File: src/rtl/pgls_pkg.sv
/*
 Shared constants, drive states and trigger mapping for the panel gate
 level shifter with gate voltage shaping.
 Assumes a single 40 MHz clock and a synchronous active-high reset.
*/
// Overview of operation
// RULE1: Channels one to seven drive from high rail a, eight and nine from high rail b, all share the low rail.
// RULE2: Only channels one to six may ever enter the shaping state.
// RULE3: A rising channel input drives that output high with low driver and discharge off.
// RULE4: An accepted falling trigger edge on a high shaping channel stops the high drive and opens discharge.
// RULE5: A falling channel input closes discharge and drives that output low.
// RULE6: Every shaping channel runs high, shape, low on its own input pulses.
// RULE7: With one trigger in six-phase use, trigger one governs all six shaping channels.
// RULE8: With three triggers in six-phase use, triggers one, two, three govern channels 1/4, 2/5, 3/6.
// RULE9: In four-phase use, trigger one governs phases 1/3 and trigger two phases 2/4.
// RULE10: In four-phase use the outside ties inputs three and six high or to inputs two and five.
// RULE11: A falling trigger edge counts only in the last 60 degrees (six-phase) or 90 degrees (four-phase).
// RULE12: A falling trigger edge outside the window is ignored and the output keeps its state.
// RULE13: Rising trigger edges never have any effect.
// RULE14: Channels seven to nine follow their input level directly.
// RULE15: The window is the final part of the channel's own high time, sized from its measured period.
// RULE16: At most one shaping step happens per input high pulse.
package pgls_pkg;

   localparam int NUM_CH = 9;
   localparam int NUM_SHAPE = 6;
   localparam int NUM_RAIL_A = 7;
   localparam int NUM_TRIG = 3;
   localparam int NUM_MODE = 2;
   localparam int DEG_FULL = 360;
   localparam int DEG_WIN_SIX = 60;
   localparam int DEG_WIN_FOUR = 90;
   localparam int WIN_DIV_SIX = DEG_FULL / DEG_WIN_SIX;
   localparam int WIN_DIV_FOUR = DEG_FULL / DEG_WIN_FOUR;
   localparam int TRIG_ONE = 0;
   localparam int TRIG_TWO = 1;
   localparam int TRIG_THREE = 2;
   // Channel n and n+3 always share one trigger
   localparam int PHASE_GROUP = 3;

   typedef enum logic [1:0] {DRV_LOW, DRV_HIGH, DRV_SHAPE} pgls_drive_e;

   // Trigger that governs shaping channel ch (0 based)
   function automatic int pgls_trig_sel(int ch, logic six, logic single);
      if (six && single) begin
         return TRIG_ONE;
      end
      // Four-phase: third trigger is grounded, strapped lanes follow two
      if (!six && (ch % PHASE_GROUP) == TRIG_THREE) begin
         return TRIG_TWO;
      end
      return ch % PHASE_GROUP;
   endfunction

endpackage

File: src/rtl/pgls_chan_if.sv
/*
 Per-channel link between the shaping control and one channel driver.
 Assumes the control side drives one-cycle edge strobes on clk.
*/
interface pgls_chan_if;
   logic level;
   logic rise;
   logic fall;
   logic accept;
   pgls_pkg::pgls_drive_e state;

   modport ctrl (output level, output rise, output fall, output accept,
                 input state);
   modport chan (input level, input rise, input fall, input accept,
                 output state);
endinterface

File: src/rtl/pgls_sync.sv
/*
 Two-flop synchroniser for a bundle of pin inputs.
 Assumes each bit is an independent level; no bus coherency is kept.
*/
module pgls_sync import pgls_pkg::*; #(
   parameter int W = 1
) (
   // Clock and reset
   input wire logic clk,
   input wire logic srst,
   // Pins in, clean levels out
   input wire logic [W-1:0] d,
   output logic [W-1:0] q
);
   typedef struct packed {
      logic [W-1:0] meta;
      logic [W-1:0] stable;
   } pgls_sync_s;

   pgls_sync_s st;
   pgls_sync_s next_st;

   always_comb begin
      next_st = st;
      next_st.meta = d;
      next_st.stable = st.meta;
   end

   always_ff @(posedge clk) begin
      if (srst) begin
         st <= '0;
      end else begin
         st <= next_st;
      end
   end

   assign q = st.stable;
endmodule // pgls_sync

File: src/rtl/pgls_chan.sv
/*
 One level shifter channel: drive-high, shaping and drive-low sequencing.
 Assumes one-cycle rise, fall and accept strobes from the control side.
*/
module pgls_chan import pgls_pkg::*; #(
   parameter bit SHAPE_EN = 1'b1
) (
   // Clock and reset
   input wire logic clk,
   input wire logic srst,
   // Control link
   pgls_chan_if.chan ch
);
   typedef struct packed {
      pgls_drive_e state;
   } pgls_chan_s;

   pgls_chan_s st;
   pgls_chan_s next_st;

   always_comb begin
      next_st = st;
      if (!SHAPE_EN) begin
         next_st.state = ch.level ? DRV_HIGH : DRV_LOW; // RULE14 RULE2
      end else if (ch.rise) begin
         next_st.state = DRV_HIGH; // RULE3 RULE6
      end else if (ch.fall) begin
         next_st.state = DRV_LOW; // RULE5
      end else begin
         case (st.state)
            DRV_HIGH: begin
               // Shape state is left only by a fall, so one step per pulse
               if (ch.accept) begin
                  next_st.state = DRV_SHAPE; // RULE4 RULE16
               end
            end
            DRV_SHAPE: next_st.state = DRV_SHAPE;
            DRV_LOW: next_st.state = DRV_LOW;
            default: next_st.state = DRV_LOW;
         endcase
      end
   end

   always_ff @(posedge clk) begin
      if (srst) begin
         st <= '{state: DRV_LOW};
      end else begin
         st <= next_st;
      end
   end

   assign ch.state = st.state;
endmodule // pgls_chan

File: src/rtl/pgls_level_shift.sv
/*
 Logic side of a nine-channel gate level shifter with gate voltage
 shaping on channels one to six, and flicker edge window checking.
 Assumes all pins are asynchronous to clk and the arrangement straps
 are held steady while channels toggle.
*/
module pgls_level_shift import pgls_pkg::*; #(
   parameter int CNT_W = 16
) (
   // Clock and reset
   input wire logic clk,
   input wire logic srst,
   // Channel and shaping trigger pins
   input wire logic [NUM_CH-1:0] channel_input_n,
   input wire logic shaping_trigger_one,
   input wire logic shaping_trigger_two,
   input wire logic shaping_trigger_three,
   // Arrangement straps
   input wire logic six_phase_mode,
   input wire logic single_trigger_mode,
   // Output stage controls
   output logic [NUM_RAIL_A-1:0] gate_high_a,
   output logic [NUM_CH-NUM_RAIL_A-1:0] gate_high_b,
   output logic [NUM_CH-1:0] gate_low,
   output logic [NUM_SHAPE-1:0] shaping_discharge
);
   localparam int AW = CNT_W + 3;
   localparam int SW = NUM_CH + NUM_TRIG + NUM_MODE;

   // --------------------------------------------------------------
   // Parameter checks
   // --------------------------------------------------------------
   if (CNT_W < 4 || CNT_W > 28) begin : g_bad_width
      $error("CNT_W must lie between 4 and 28");
   end

   // --------------------------------------------------------------
   // State
   // --------------------------------------------------------------
   typedef struct packed {
      logic [NUM_CH-1:0] prev_in;
      logic [NUM_TRIG-1:0] prev_trig;
      logic [NUM_SHAPE-1:0][CNT_W-1:0] since_rise;
      logic [NUM_SHAPE-1:0][CNT_W-1:0] period;
      logic [NUM_SHAPE-1:0][CNT_W-1:0] high_len;
      logic [NUM_SHAPE-1:0] got_rise;
      logic [NUM_SHAPE-1:0] got_high;
      logic [NUM_SHAPE-1:0] ref_ok;
      logic [NUM_CH-1:0] drv_high;
      logic [NUM_CH-1:0] drv_low;
      logic [NUM_SHAPE-1:0] shape;
   } pgls_top_s;

   pgls_top_s st;
   pgls_top_s next_st;

   logic [SW-1:0] sy_all;
   logic [NUM_CH-1:0] sy_in;
   logic [NUM_TRIG-1:0] sy_trig;
   logic sy_six;
   logic sy_single;
   logic [NUM_CH-1:0] rise;
   logic [NUM_CH-1:0] fall;
   logic [NUM_TRIG-1:0] tfall;
   logic [NUM_SHAPE-1:0] win_ok;
   logic [NUM_SHAPE-1:0] accept;
   pgls_drive_e chan_state [NUM_CH];

   // --------------------------------------------------------------
   // Window check
   // --------------------------------------------------------------
   // Open when since + period/k >= high, k = 360/window degrees;
   // multiplied out so no divider is needed.
   function automatic logic win_open(logic [CNT_W-1:0] since,
                                     logic [CNT_W-1:0] per,
                                     logic [CNT_W-1:0] hi,
                                     logic six);
      logic [AW-1:0] k;
      logic [AW-1:0] lhs;
      logic [AW-1:0] rhs;
      k = six ? AW'(WIN_DIV_SIX) : AW'(WIN_DIV_FOUR); // RULE11
      lhs = AW'(since) * k + AW'(per);
      rhs = AW'(hi) * k;
      return lhs >= rhs; // RULE15
   endfunction

   function automatic logic [CNT_W-1:0] sat_inc(logic [CNT_W-1:0] v);
      return (v == '1) ? v : v + 1'b1;
   endfunction

   // --------------------------------------------------------------
   // Pin synchronisers and edge detect
   // --------------------------------------------------------------
   pgls_sync #(.W(SW)) u_sync (
      .clk(clk),
      .srst(srst),
      .d({single_trigger_mode, six_phase_mode, shaping_trigger_three,
          shaping_trigger_two, shaping_trigger_one, channel_input_n}),
      .q(sy_all)
   );

   assign sy_in = sy_all[NUM_CH-1:0];
   assign sy_trig = sy_all[NUM_CH+NUM_TRIG-1:NUM_CH];
   assign sy_six = sy_all[NUM_CH+NUM_TRIG];
   assign sy_single = sy_all[NUM_CH+NUM_TRIG+1];

   assign rise = sy_in & ~st.prev_in;
   assign fall = ~sy_in & st.prev_in;
   // Only falling trigger edges are looked at
   assign tfall = ~sy_trig & st.prev_trig; // RULE13

   // --------------------------------------------------------------
   // Channels
   // --------------------------------------------------------------
   pgls_chan_if ch_if [NUM_CH] ();

   for (genvar c = 0; c < NUM_CH; c++) begin : g_ch
      if (c < NUM_SHAPE) begin : g_shp
         assign win_ok[c] = st.ref_ok[c] &&
            win_open(st.since_rise[c], st.period[c], st.high_len[c],
                     sy_six);
         assign accept[c] = sy_in[c] && win_ok[c] &&
            tfall[pgls_trig_sel(c, sy_six, sy_single)]; // RULE7 RULE8 RULE9 RULE12
         assign ch_if[c].accept = accept[c];
      end else begin : g_plain
         assign ch_if[c].accept = 1'b0;
      end
      assign ch_if[c].level = sy_in[c];
      assign ch_if[c].rise = rise[c];
      assign ch_if[c].fall = fall[c];
      assign chan_state[c] = ch_if[c].state;

      pgls_chan #(.SHAPE_EN(c < NUM_SHAPE)) u_chan (
         .clk(clk),
         .srst(srst),
         .ch(ch_if[c])
      );
   end

   // --------------------------------------------------------------
   // Measurement and output registers
   // --------------------------------------------------------------
   always_comb begin
      next_st = st;
      next_st.prev_in = sy_in;
      next_st.prev_trig = sy_trig;
      for (int i = 0; i < NUM_SHAPE; i++) begin
         if (rise[i]) begin
            next_st.since_rise[i] = '0;
            next_st.got_rise[i] = 1'b1;
            if (st.got_rise[i]) begin
               next_st.period[i] = sat_inc(st.since_rise[i]); // RULE15
               next_st.ref_ok[i] = st.got_high[i];
            end
         end else begin
            next_st.since_rise[i] = sat_inc(st.since_rise[i]);
         end
         if (fall[i] && st.got_rise[i]) begin
            next_st.high_len[i] = st.since_rise[i]; // RULE15
            next_st.got_high[i] = 1'b1;
         end
      end
      for (int c = 0; c < NUM_CH; c++) begin
         next_st.drv_high[c] = (chan_state[c] == DRV_HIGH);
         next_st.drv_low[c] = (chan_state[c] == DRV_LOW);
      end
      for (int i = 0; i < NUM_SHAPE; i++) begin
         next_st.shape[i] = (chan_state[i] == DRV_SHAPE);
      end
   end

   always_ff @(posedge clk) begin
      if (srst) begin
         // Park every channel on the low driver, never all drivers off
         st <= '{drv_low: '1, default: '0};
      end else begin
         st <= next_st;
      end
   end

   // Rail a feeds channels one to seven, rail b the last two
   assign gate_high_a = st.drv_high[NUM_RAIL_A-1:0]; // RULE1
   assign gate_high_b = st.drv_high[NUM_CH-1:NUM_RAIL_A]; // RULE1
   assign gate_low = st.drv_low;
   assign shaping_discharge = st.shape;

   for (genvar i = 0; i < NUM_SHAPE; i++) begin : g_chk

   end

   for (genvar c = NUM_SHAPE; c < NUM_CH; c++) begin : g_lvl

   end

   // Output stage per channel, shaping lanes padded for the plain ones
   logic [NUM_CH-1:0] out_high;
   logic [NUM_CH-1:0] out_shape;
   assign out_high = {gate_high_b, gate_high_a};
   assign out_shape = {{(NUM_CH-NUM_SHAPE){1'b0}}, shaping_discharge};

   for (genvar c = 0; c < NUM_CH; c++) begin : g_excl

   end
endmodule // pgls_level_shift

File: config.mk
export PLATFORM = sky130hd
export DESIGN_NAME = pgls_level_shift
export DESIGN_NICKNAME = d
export VERILOG_FILES = /design/src/rtl/pgls_pkg.sv /design/src/rtl/pgls_chan_if.sv /design/src/rtl/pgls_sync.sv /design/src/rtl/pgls_chan.sv /design/src/rtl/pgls_level_shift.sv
export SDC_FILE = /design/constraint.sdc
export NUM_CORES = 2
export LEC_CHECK = 0
export BUFFER_PORTS_ARGS = -buffer_cell sky130_fd_sc_hd__buf_4
export CAP_MARGIN = 25
export CORE_ASPECT_RATIO = 1.25
export CORE_UTILIZATION = 56
export CTS_CLUSTER_SIZE = 20
export DETAILED_ROUTE_END_ITERATION = 7
export GPL_ROUTABILITY_DRIVEN = 0
export GPL_TIMING_DRIVEN = 0
export PLACE_DENSITY = 0.8
export REMOVE_ABC_BUFFERS = 1
export SETUP_SLACK_MARGIN = 0.15
export SLEW_MARGIN = 20
export SYNTH_ARGS = -nofsm -noshare
export SYNTH_HDL_FRONTEND = slang
export SYNTH_SLANG_ARGS = --single-unit
File: constraint.sdc
create_clock -name clk -period 10.9 [get_ports clk]
set_input_delay 1.635 -clock clk [delete_from_list [all_inputs] [get_ports clk]]
set_output_delay 1.635 -clock clk [all_outputs]
set_load 0.02 [all_outputs]
Yosys cells after proc, flatten, opt, wreduce, memory -nomap -nowiden
Index checks and enable logic that the tools add are counted.
{"block": "op_classes", "n_addsub": 12, "n_mul": 12, "magnitude_cmp": 8, "eq_ne": 33, "muxes": 47, "n_bitwise": 6, "n_reduce_logical": 52}
{"operator": "$mul A16 B19 Y19", "count": 10}
{"operator": "$add A19 B16 Y19", "count": 6}
{"operator": "$ge A19 B19 Y1", "count": 6}
{"operator": "$add A16 B1 Y16 const B", "count": 6}
{"operator": "$eq A16 B16 Y1 const B", "count": 6}
{"operator": "$mux W16", "count": 6}
{"operator": "$lt A32 B4 Y1 const B", "count": 2}
{"operator": "$mux W32", "count": 2}
{"operator": "$mul A16 B3 Y19", "count": 2}
{"operator": "$logic_and A1 B1 Y1", "count": 25}
{"operator": "$mux W1", "count": 24}
{"operator": "$ne A4 B1 Y1 const B", "count": 6}
{"operator": "$pmux W2 S2", "count": 6}
{"operator": "$eq A2 B1 Y1 const B", "count": 9}
{"operator": "$logic_not A2 Y1", "count": 9}
{"operator": "$reduce_or A3 Y1", "count": 6}
{"operator": "$mux W2", "count": 7}
{"operator": "$and A6 B6 Y6", "count": 2}
{"operator": "$eq A2 B2 Y1 const B", "count": 6}
{"operator": "$ne A2 B1 Y1 const B", "count": 6}
{"operator": "$not A6 Y6", "count": 2}
{"operator": "$reduce_and A2 Y1", "count": 6}
{"operator": "$reduce_or A2 Y1", "count": 6}
{"operator": "$bmux W1 S2", "count": 2}
{"operator": "other kinds (2)", "count": 2}
{"block": "totals", "reg_bits": 385, "input_bits": 16, "output_inout_bits": 24, "wordCells": 228}

Longest topological paths before layout
{"block": "depth", "word_depth": 13, "ltp_mapped": 24, "depth_no_buf": 21}

Cells and area by module
Synthesis repeated with hierarchy kept, for this count alone.
{"block": "unflattened", "hier_cells": 3810, "area_unflattened_um2": 31331.3}
{"module": "pgls_level_shift", "instances": 1, "cells_each": 3674, "area_per_inst_um2": 29764.8, "seq_area_each_um2": 6806.5}
{"module": "pgls_sync", "instances": 1, "cells_each": 58, "area_per_inst_um2": 778.2, "seq_area_each_um2": 560.5}
{"module": "pgls_chan at g_ch[0].u_chan ...", "instances": 6, "cells_each": 11, "area_per_inst_um2": 108.9, "seq_area_each_um2": 40.0}
{"module": "pgls_chan at g_ch[6].u_chan ...", "instances": 3, "cells_each": 4, "area_per_inst_um2": 45.0, "seq_area_each_um2": 20.0}

Least setup slack after synthesis
Ideal clock, no wire load.
{"block": "synth_timing", "path_type": "register to register", "from": "register u_sync.st (netlist bit u_sync.q[12])", "to": "register g_ch[5].u_chan.st (netlist bit g_ch[5].u_chan.ch.state[1])", "setup_ns": 0.131, "arrival_time_ns": 5.013, "required_ns": 10.769, "setup_slack_ns": 5.755, "path_stages_with_launch": 22, "n_path_buf": 3, "synth_period_minus_slack_ns": 5.145, "cell_sequence": "dfxtp_1 -> clkbuf_1 -> clkbuf_1 -> clkbuf_1 -> and2_1 -> ha_1 -> fa_1 -> ha_1 -> a2111oi_2 -> a211oi_1 -> or3_1 -> a21oi_1 -> a21oi_1 -> xor2_1 -> ha_1 -> a21o_1 -> a21oi_1 -> nor2b_1 -> o31a_1 -> a311oi_1 -> mux2i_1 -> nor4_1"}
{"block": "synth_via", "elab_chain_len": 9, "elab_cells_between_ends": 19, "classes_between": "1 x add/sub; 2 x mul; 1 x order compare; 1 x eq/ne; 10 x mux; 4 x reduce/logical"}
{"element": "from (decl)", "line": "pgls_sync.sv:20", "text": "pgls_sync_s st;"}
{"element": "from (signal assigned)", "line": "pgls_sync.sv:33", "text": "st <= next_st;"}
{"element": "branches (longest 7 deep; another with $mul A16 B3 Y19)"}
{"element": "$logic_and A1 B1 Y1 (*)", "line": "pgls_level_shift.sv:122", "text": "assign accept[c] = sy_in[c] && win_ok[c] &&"}
{"element": "$ne A2 B1 Y1 (no line) (*)"}
{"element": "to (signal assigned)", "line": "pgls_chan.sv:46", "text": "st <= '{state: DRV_LOW};"}
{"element": "to (signal assigned)", "line": "pgls_chan.sv:48", "text": "st <= next_st;"}
{"element": "to (decl)", "line": "pgls_chan.sv:18", "text": "pgls_chan_s st;"}
Every way passes the cells marked *. The select of a mux whose other input is x is not followed.
A chain may end at the register's enable or synchronous reset.

Worst setup path after layout
{"block": "layout_timing", "from": "register u_sync.st (netlist bit u_sync.q[12])", "to": "register g_ch[3].u_chan.st (netlist bit g_ch[3].u_chan.ch.state[1])"}
{"block": "layout_via", "elab_chain_len": 8, "elab_cells_between_ends": 9, "classes_between": "1 x add/sub; 2 x mul; 1 x order compare; 1 x eq/ne; 1 x mux; 3 x reduce/logical"}
{"element": "$mux W2 (*)", "line": "pgls_level_shift.sv:81", "text": "k = six ? AW'(WIN_DIV_SIX) : AW'(WIN_DIV_FOUR);"}
{"element": "$mul A16 B19 Y19", "line": "pgls_level_shift.sv:82", "text": "lhs = AW'(since) * k + AW'(per);"}
{"element": "$add A19 B16 Y19", "line": "pgls_level_shift.sv:82"}
{"element": "$ge A19 B19 Y1 (*)", "line": "pgls_level_shift.sv:84", "text": "return lhs >= rhs;"}
{"element": "$logic_and A1 B1 Y1 (*)", "line": "pgls_level_shift.sv:119", "text": "assign win_ok[c] = st.ref_ok[c] &&"}
{"element": "$logic_and A1 B1 Y1 (*) (2 in series)", "line": "pgls_level_shift.sv:122"}
{"element": "$ne A2 B1 Y1 (no line) (*)"}
{"element": "to (signal assigned)", "line": "pgls_chan.sv:46"}
{"element": "to (signal assigned)", "line": "pgls_chan.sv:48"}
{"element": "to (decl)", "line": "pgls_chan.sv:18"}
Mark *: on every way between the ends. The rest lies on a longest branch, timed or not.

==> impl_metrics.py <==
metrics = {
    "run_status": {
        "status": "completed",
    },
    "floorplan": {
        "floorplan.initialDensity_pct": 57.1,
        "ioPinCount": 40,
        "placeableCoreArea_um2": 54100,
        "die_area_um2": 56100,
        "dieWidth_um": 212,
        "die-height_um": 265,
        "floorplan.rows": 95,
    },
    "synth": {
        "synthesis.instances": 3730,
        "avgSynthCellArea_um2": 8.28,
        "synth_edf_count": 0,
        "ys.warnings.count": 0,
        "ys_seq_area_share_pct": 24.6,
        "synth_cell_area_um2": 30900,
        "ys_seq_elements": 380,
        "yosys.cell_types.count": 88,
        "postSynth.asyncResetShare_pct": 0,
        "ys.flop_type": "dfxtp_1",
    },
    "worst_setup_path": {
        "required_ns": 11.35,
        "critPathSlowestCell": "dfxtp_4",
        "worst_setup_path_end_kind": "register",
        "r2r_setup_slack_ns": 4.75,
        "worst-path-max-fanout": 70,
        "crit_type": "register to register",
        "crit-reg2reg-launch": "u_sync.q[12]",
        "worst_path_dominant_cell_family": "compound AO/OA/AOI/OAI gates",
        "cpPeakStageDelay_ns": 0.70,
        "critPathBufInv": 4,
        "worst_setup_path_startpoint": "u_sync.q[12]",
        "critPathLaunchType": "register",
        "crit_reg_reg_endpoint": "g_ch[3].u_chan.ch.state[1]",
        "worst-r2r-cell-count": 23,
        "critical_path_cell_by_cell": "buf_16 -> buf_16 -> and2_1 -> ha_1 -> inv_1 -> fa_1 -> inv_1 -> ha_1 -> a21o_1 -> nand2_1 -> o21ai_0 -> o21ai_0 -> o21ai_0 -> o41ai_1 -> xnor2_1 -> ha_1 -> nand4b_1 -> o41ai_1 -> a221oi_1 -> o21ai_0 -> a41oi_1 -> mux2i_1 -> nor4_1",
        "worstPathArrival_ns": 6.61,
        "critical_path_depth": 23,
        "critPathMostFrequentCell": "o21ai_0",
        "cp-endpoint": "g_ch[3].u_chan.ch.state[1]",
    },
    "drt": {
        "route.detailed.drc": 0,
        "routed_wirelength_um": 62100,
        "via_count": 24300,
        "routed_via_density": 5.46,
        "antenna_left": 0,
        "drtPass1Iterations": 5,
        "drt-wirelength-per-cell_um": 14.0,
        "detail_route.iter0.violations": 1005,
    },
    "global_routing": {
        "wire_length_of_the_first_global_routing_pass_um": 107000,
        "groute.usage.overall_pct": 22.5,
        "grt_max_degree": 86,
        "number_of_global_route_vias_before_repair": 24000,
        "grt_antenna_before_repair": 0,
        "overflow": 0,
    },
    "layout": {
        "most_common_cell_after_layout_fill_and_taps_aside": "ha_1",
        "finalNonFillerCells": 4445,
        "num-nets-final": 4313,
        "drive_above_1_share_pct": 4.65,
        "number_of_inserted_filler_cells_in_the_final_layout": 4629,
        "mostFrequentLayoutCells": "ha_1, inv_1, dfxtp_1",
        "n_antenna_cell": 0,
        "final_cell_area_um2": 33000,
        "layout-area-overhead-vs-synth_pct": 6.90,
    },
    "clock_network": {
        "clockRootBuffer": "clkbuf_16",
        "numClockSinks": 380,
        "cts.reportedPaths.clkPinSlew_ns": 0.06,
        "cts_resized": 0,
        "cts_setup_buffers": 0,
        "clock_latency_reported_for_the_late_side_of_the_worst_skew_pair_ns": 0.59,
        "cts_buffer_count": 43,
        "clock_tree.htree_level_count": 2,
        "clock_path_buffers": 3,
        "post_cts_hold_buffer_count": 0,
        "tritoncts_clock_tree": "built",
    },
    "sta": {
        "final-setup-viol-count": 0,
        "rsz0062_at_grt": "no",
        "timing.final.hold_violations": 0,
        "post-route-period-util_pct": 56.5,
        "skew_ns": 0.0306,
        "min_period_ns": 6.15,
        "maxSlewViolCount": 0,
        "fin_setup_tns_ns": 0,
        "max_freq_ghz": 0.162,
        "max_slew_margin_pct": 38.7,
        "timing_worst_slew_pin_value_ns": 0.919,
    },
    "pwr": {
        "power_density_nw_per_um2": 93.1,
        "leakagePower_nw": 15.8,
        "vdd.ir_drop.worst_mv": 0.108,
    },
    "placement": {
        "place_inst": 4367,
        "placed_cell_area_um2": 31600,
        "placement.io_buffers": 39,
        "detailedPlacementHpwl_um": 47300,
    },
    "min_path": {
        "worstHoldPathType": "register to register",
    },
    "job": {
        "maxCapViolCount": 0,
    },
}
## Yosys cell counts (24+ instances only)
cell        n  area share, %
mux2i_1    25           0.81
nand2b_1   34           0.69
nor2_1    287            3.5
o21ai_0   155            2.5
inv_1     413            5.0
nand3_1    57           0.92
a21o_1     71            1.7
nand2_1   327            4.0
dfxtp_1   380             25
xor2_1     98            2.8
xnor2_1   111            3.1
a211oi_1   38           0.92
a21oi_1   300            4.9
buf_4      27           0.66
and3_1     25           0.51
ha_1      522             21
nor2b_1   100            2.0
nand4_1    46           0.93
nor3_1     30           0.49
or2_2      24           0.49
clkbuf_1   98            1.2
o21a_1     44            1.1
and2_1    211            4.3
fa_1       90            5.8
## worst min path at each step
stage / startpoint / end / slack (ns) / cells past startpoint
2_1_floorplan: g_ch[6].u_chan.ch.state[0] / gate_low[6] / 0.36 / 1
3_3_place_gp: g_ch[7].u_chan.ch.state[0] / gate_low[7] / 0.37 / 1
3_5_place_dp: g_ch[7].u_chan.ch.state[0] / gate_low[7] / 0.37 / 1
4_1_cts: g_ch[7].u_chan.ch.state[0] / gate_low[7] / 0.38 / 1
6_report: g_ch[7].u_chan.ch.state[0] / gate_low[7] / 0.38 / 1
5_1_grt: g_ch[7].u_chan.ch.state[0] / gate_low[7] / 0.40 / 1
## report_power, final
group / switching [mW] / total [mW] / internal (mW)
sequential: 0.0193 / 1.43 / 1.41
clock: 0.600 / 1.46 / 0.857
combinational: 0.115 / 0.188 / 0.0732
total: 0.734 / 3.07 / 2.34
## cell families after synthesis
logic type	synth area share (%)
simple gates	19.8
xor+xnor	6.09
flops	24.6
compound gates	14.5
mux	0.920
buf+inv	7.08
fa+ha+maj	27.0
## metal layers
| layer | global-route usage (%) | part of all wire (%) | vias to the layer above |
|---|---|---|---|
| li1 | - | - | 12500 |
| met1 | 25.5 | 43 | 11400 |
| met2 | 42.8 | 51 | 259 |
| met3 | 2.45 | 2.5 | 107 |
| met4 | 7.78 | 3.0 | 0 |
| met5 | 0 | 0 | - |
## per-stage QoR
stage | setup WS [ns] | power, mW | hold WS, ns | util (%)
after floorplan | 4.23 | 1.57 | 0.363 | -
after detailed placement | 4.87 | 1.65 | 0.371 | 58.4
after global routing | 4.35 | 3.18 | 0.396 | 61.0
after global placement | 1.31 | 1.64 | 0.369 | 58.1
final | 4.75 | 3.07 | 0.378 | 61.0
after CTS | 4.67 | 3.11 | 0.380 | 61.0
## layout make-up
class | instances | area (µm²) | share of cell area [%]
multi-input cells | 2803 | 21100 | 63.9
flip-flops and latches | 380 | 7610 | 23.1
inverters | 413 | 1550 | 4.70
clock buffers | 60 | 1260 | 3.82
well taps | 727 | 910 | 2.76
repair buffers | 44 | 418 | 1.27
clock inverters | 18 | 169 | 0.512
## flip-flops by register name, summed over array words and instances (netlist names)
register and count:
u_sync.q 14, g_ch.u_chan.ch.state 15, gate_low 9, st 313
out_high 9, u_sync.next_st 14, shaping_discharge 6
## worst register-to-register path, cell delays in order (launching register included)
cell	delay [ns]
dfxtp_4	0.70
buf_16	0.34
buf_16	0.28
and2_1	0.24
ha_1	0.15
inv_1	0.06
fa_1	0.51
inv_1	0.05
ha_1	0.36
a21o_1	0.19
nand2_1	0.07
o21ai_0	0.12
o21ai_0	0.37
o21ai_0	0.24
o41ai_1	0.39
xnor2_1	0.12
ha_1	0.36
nand4b_1	0.15
o41ai_1	0.11
a221oi_1	0.50
o21ai_0	0.16
a41oi_1	0.29
mux2i_1	0.22
nor4_1	0.06
(Power assumes the default switching activity.)
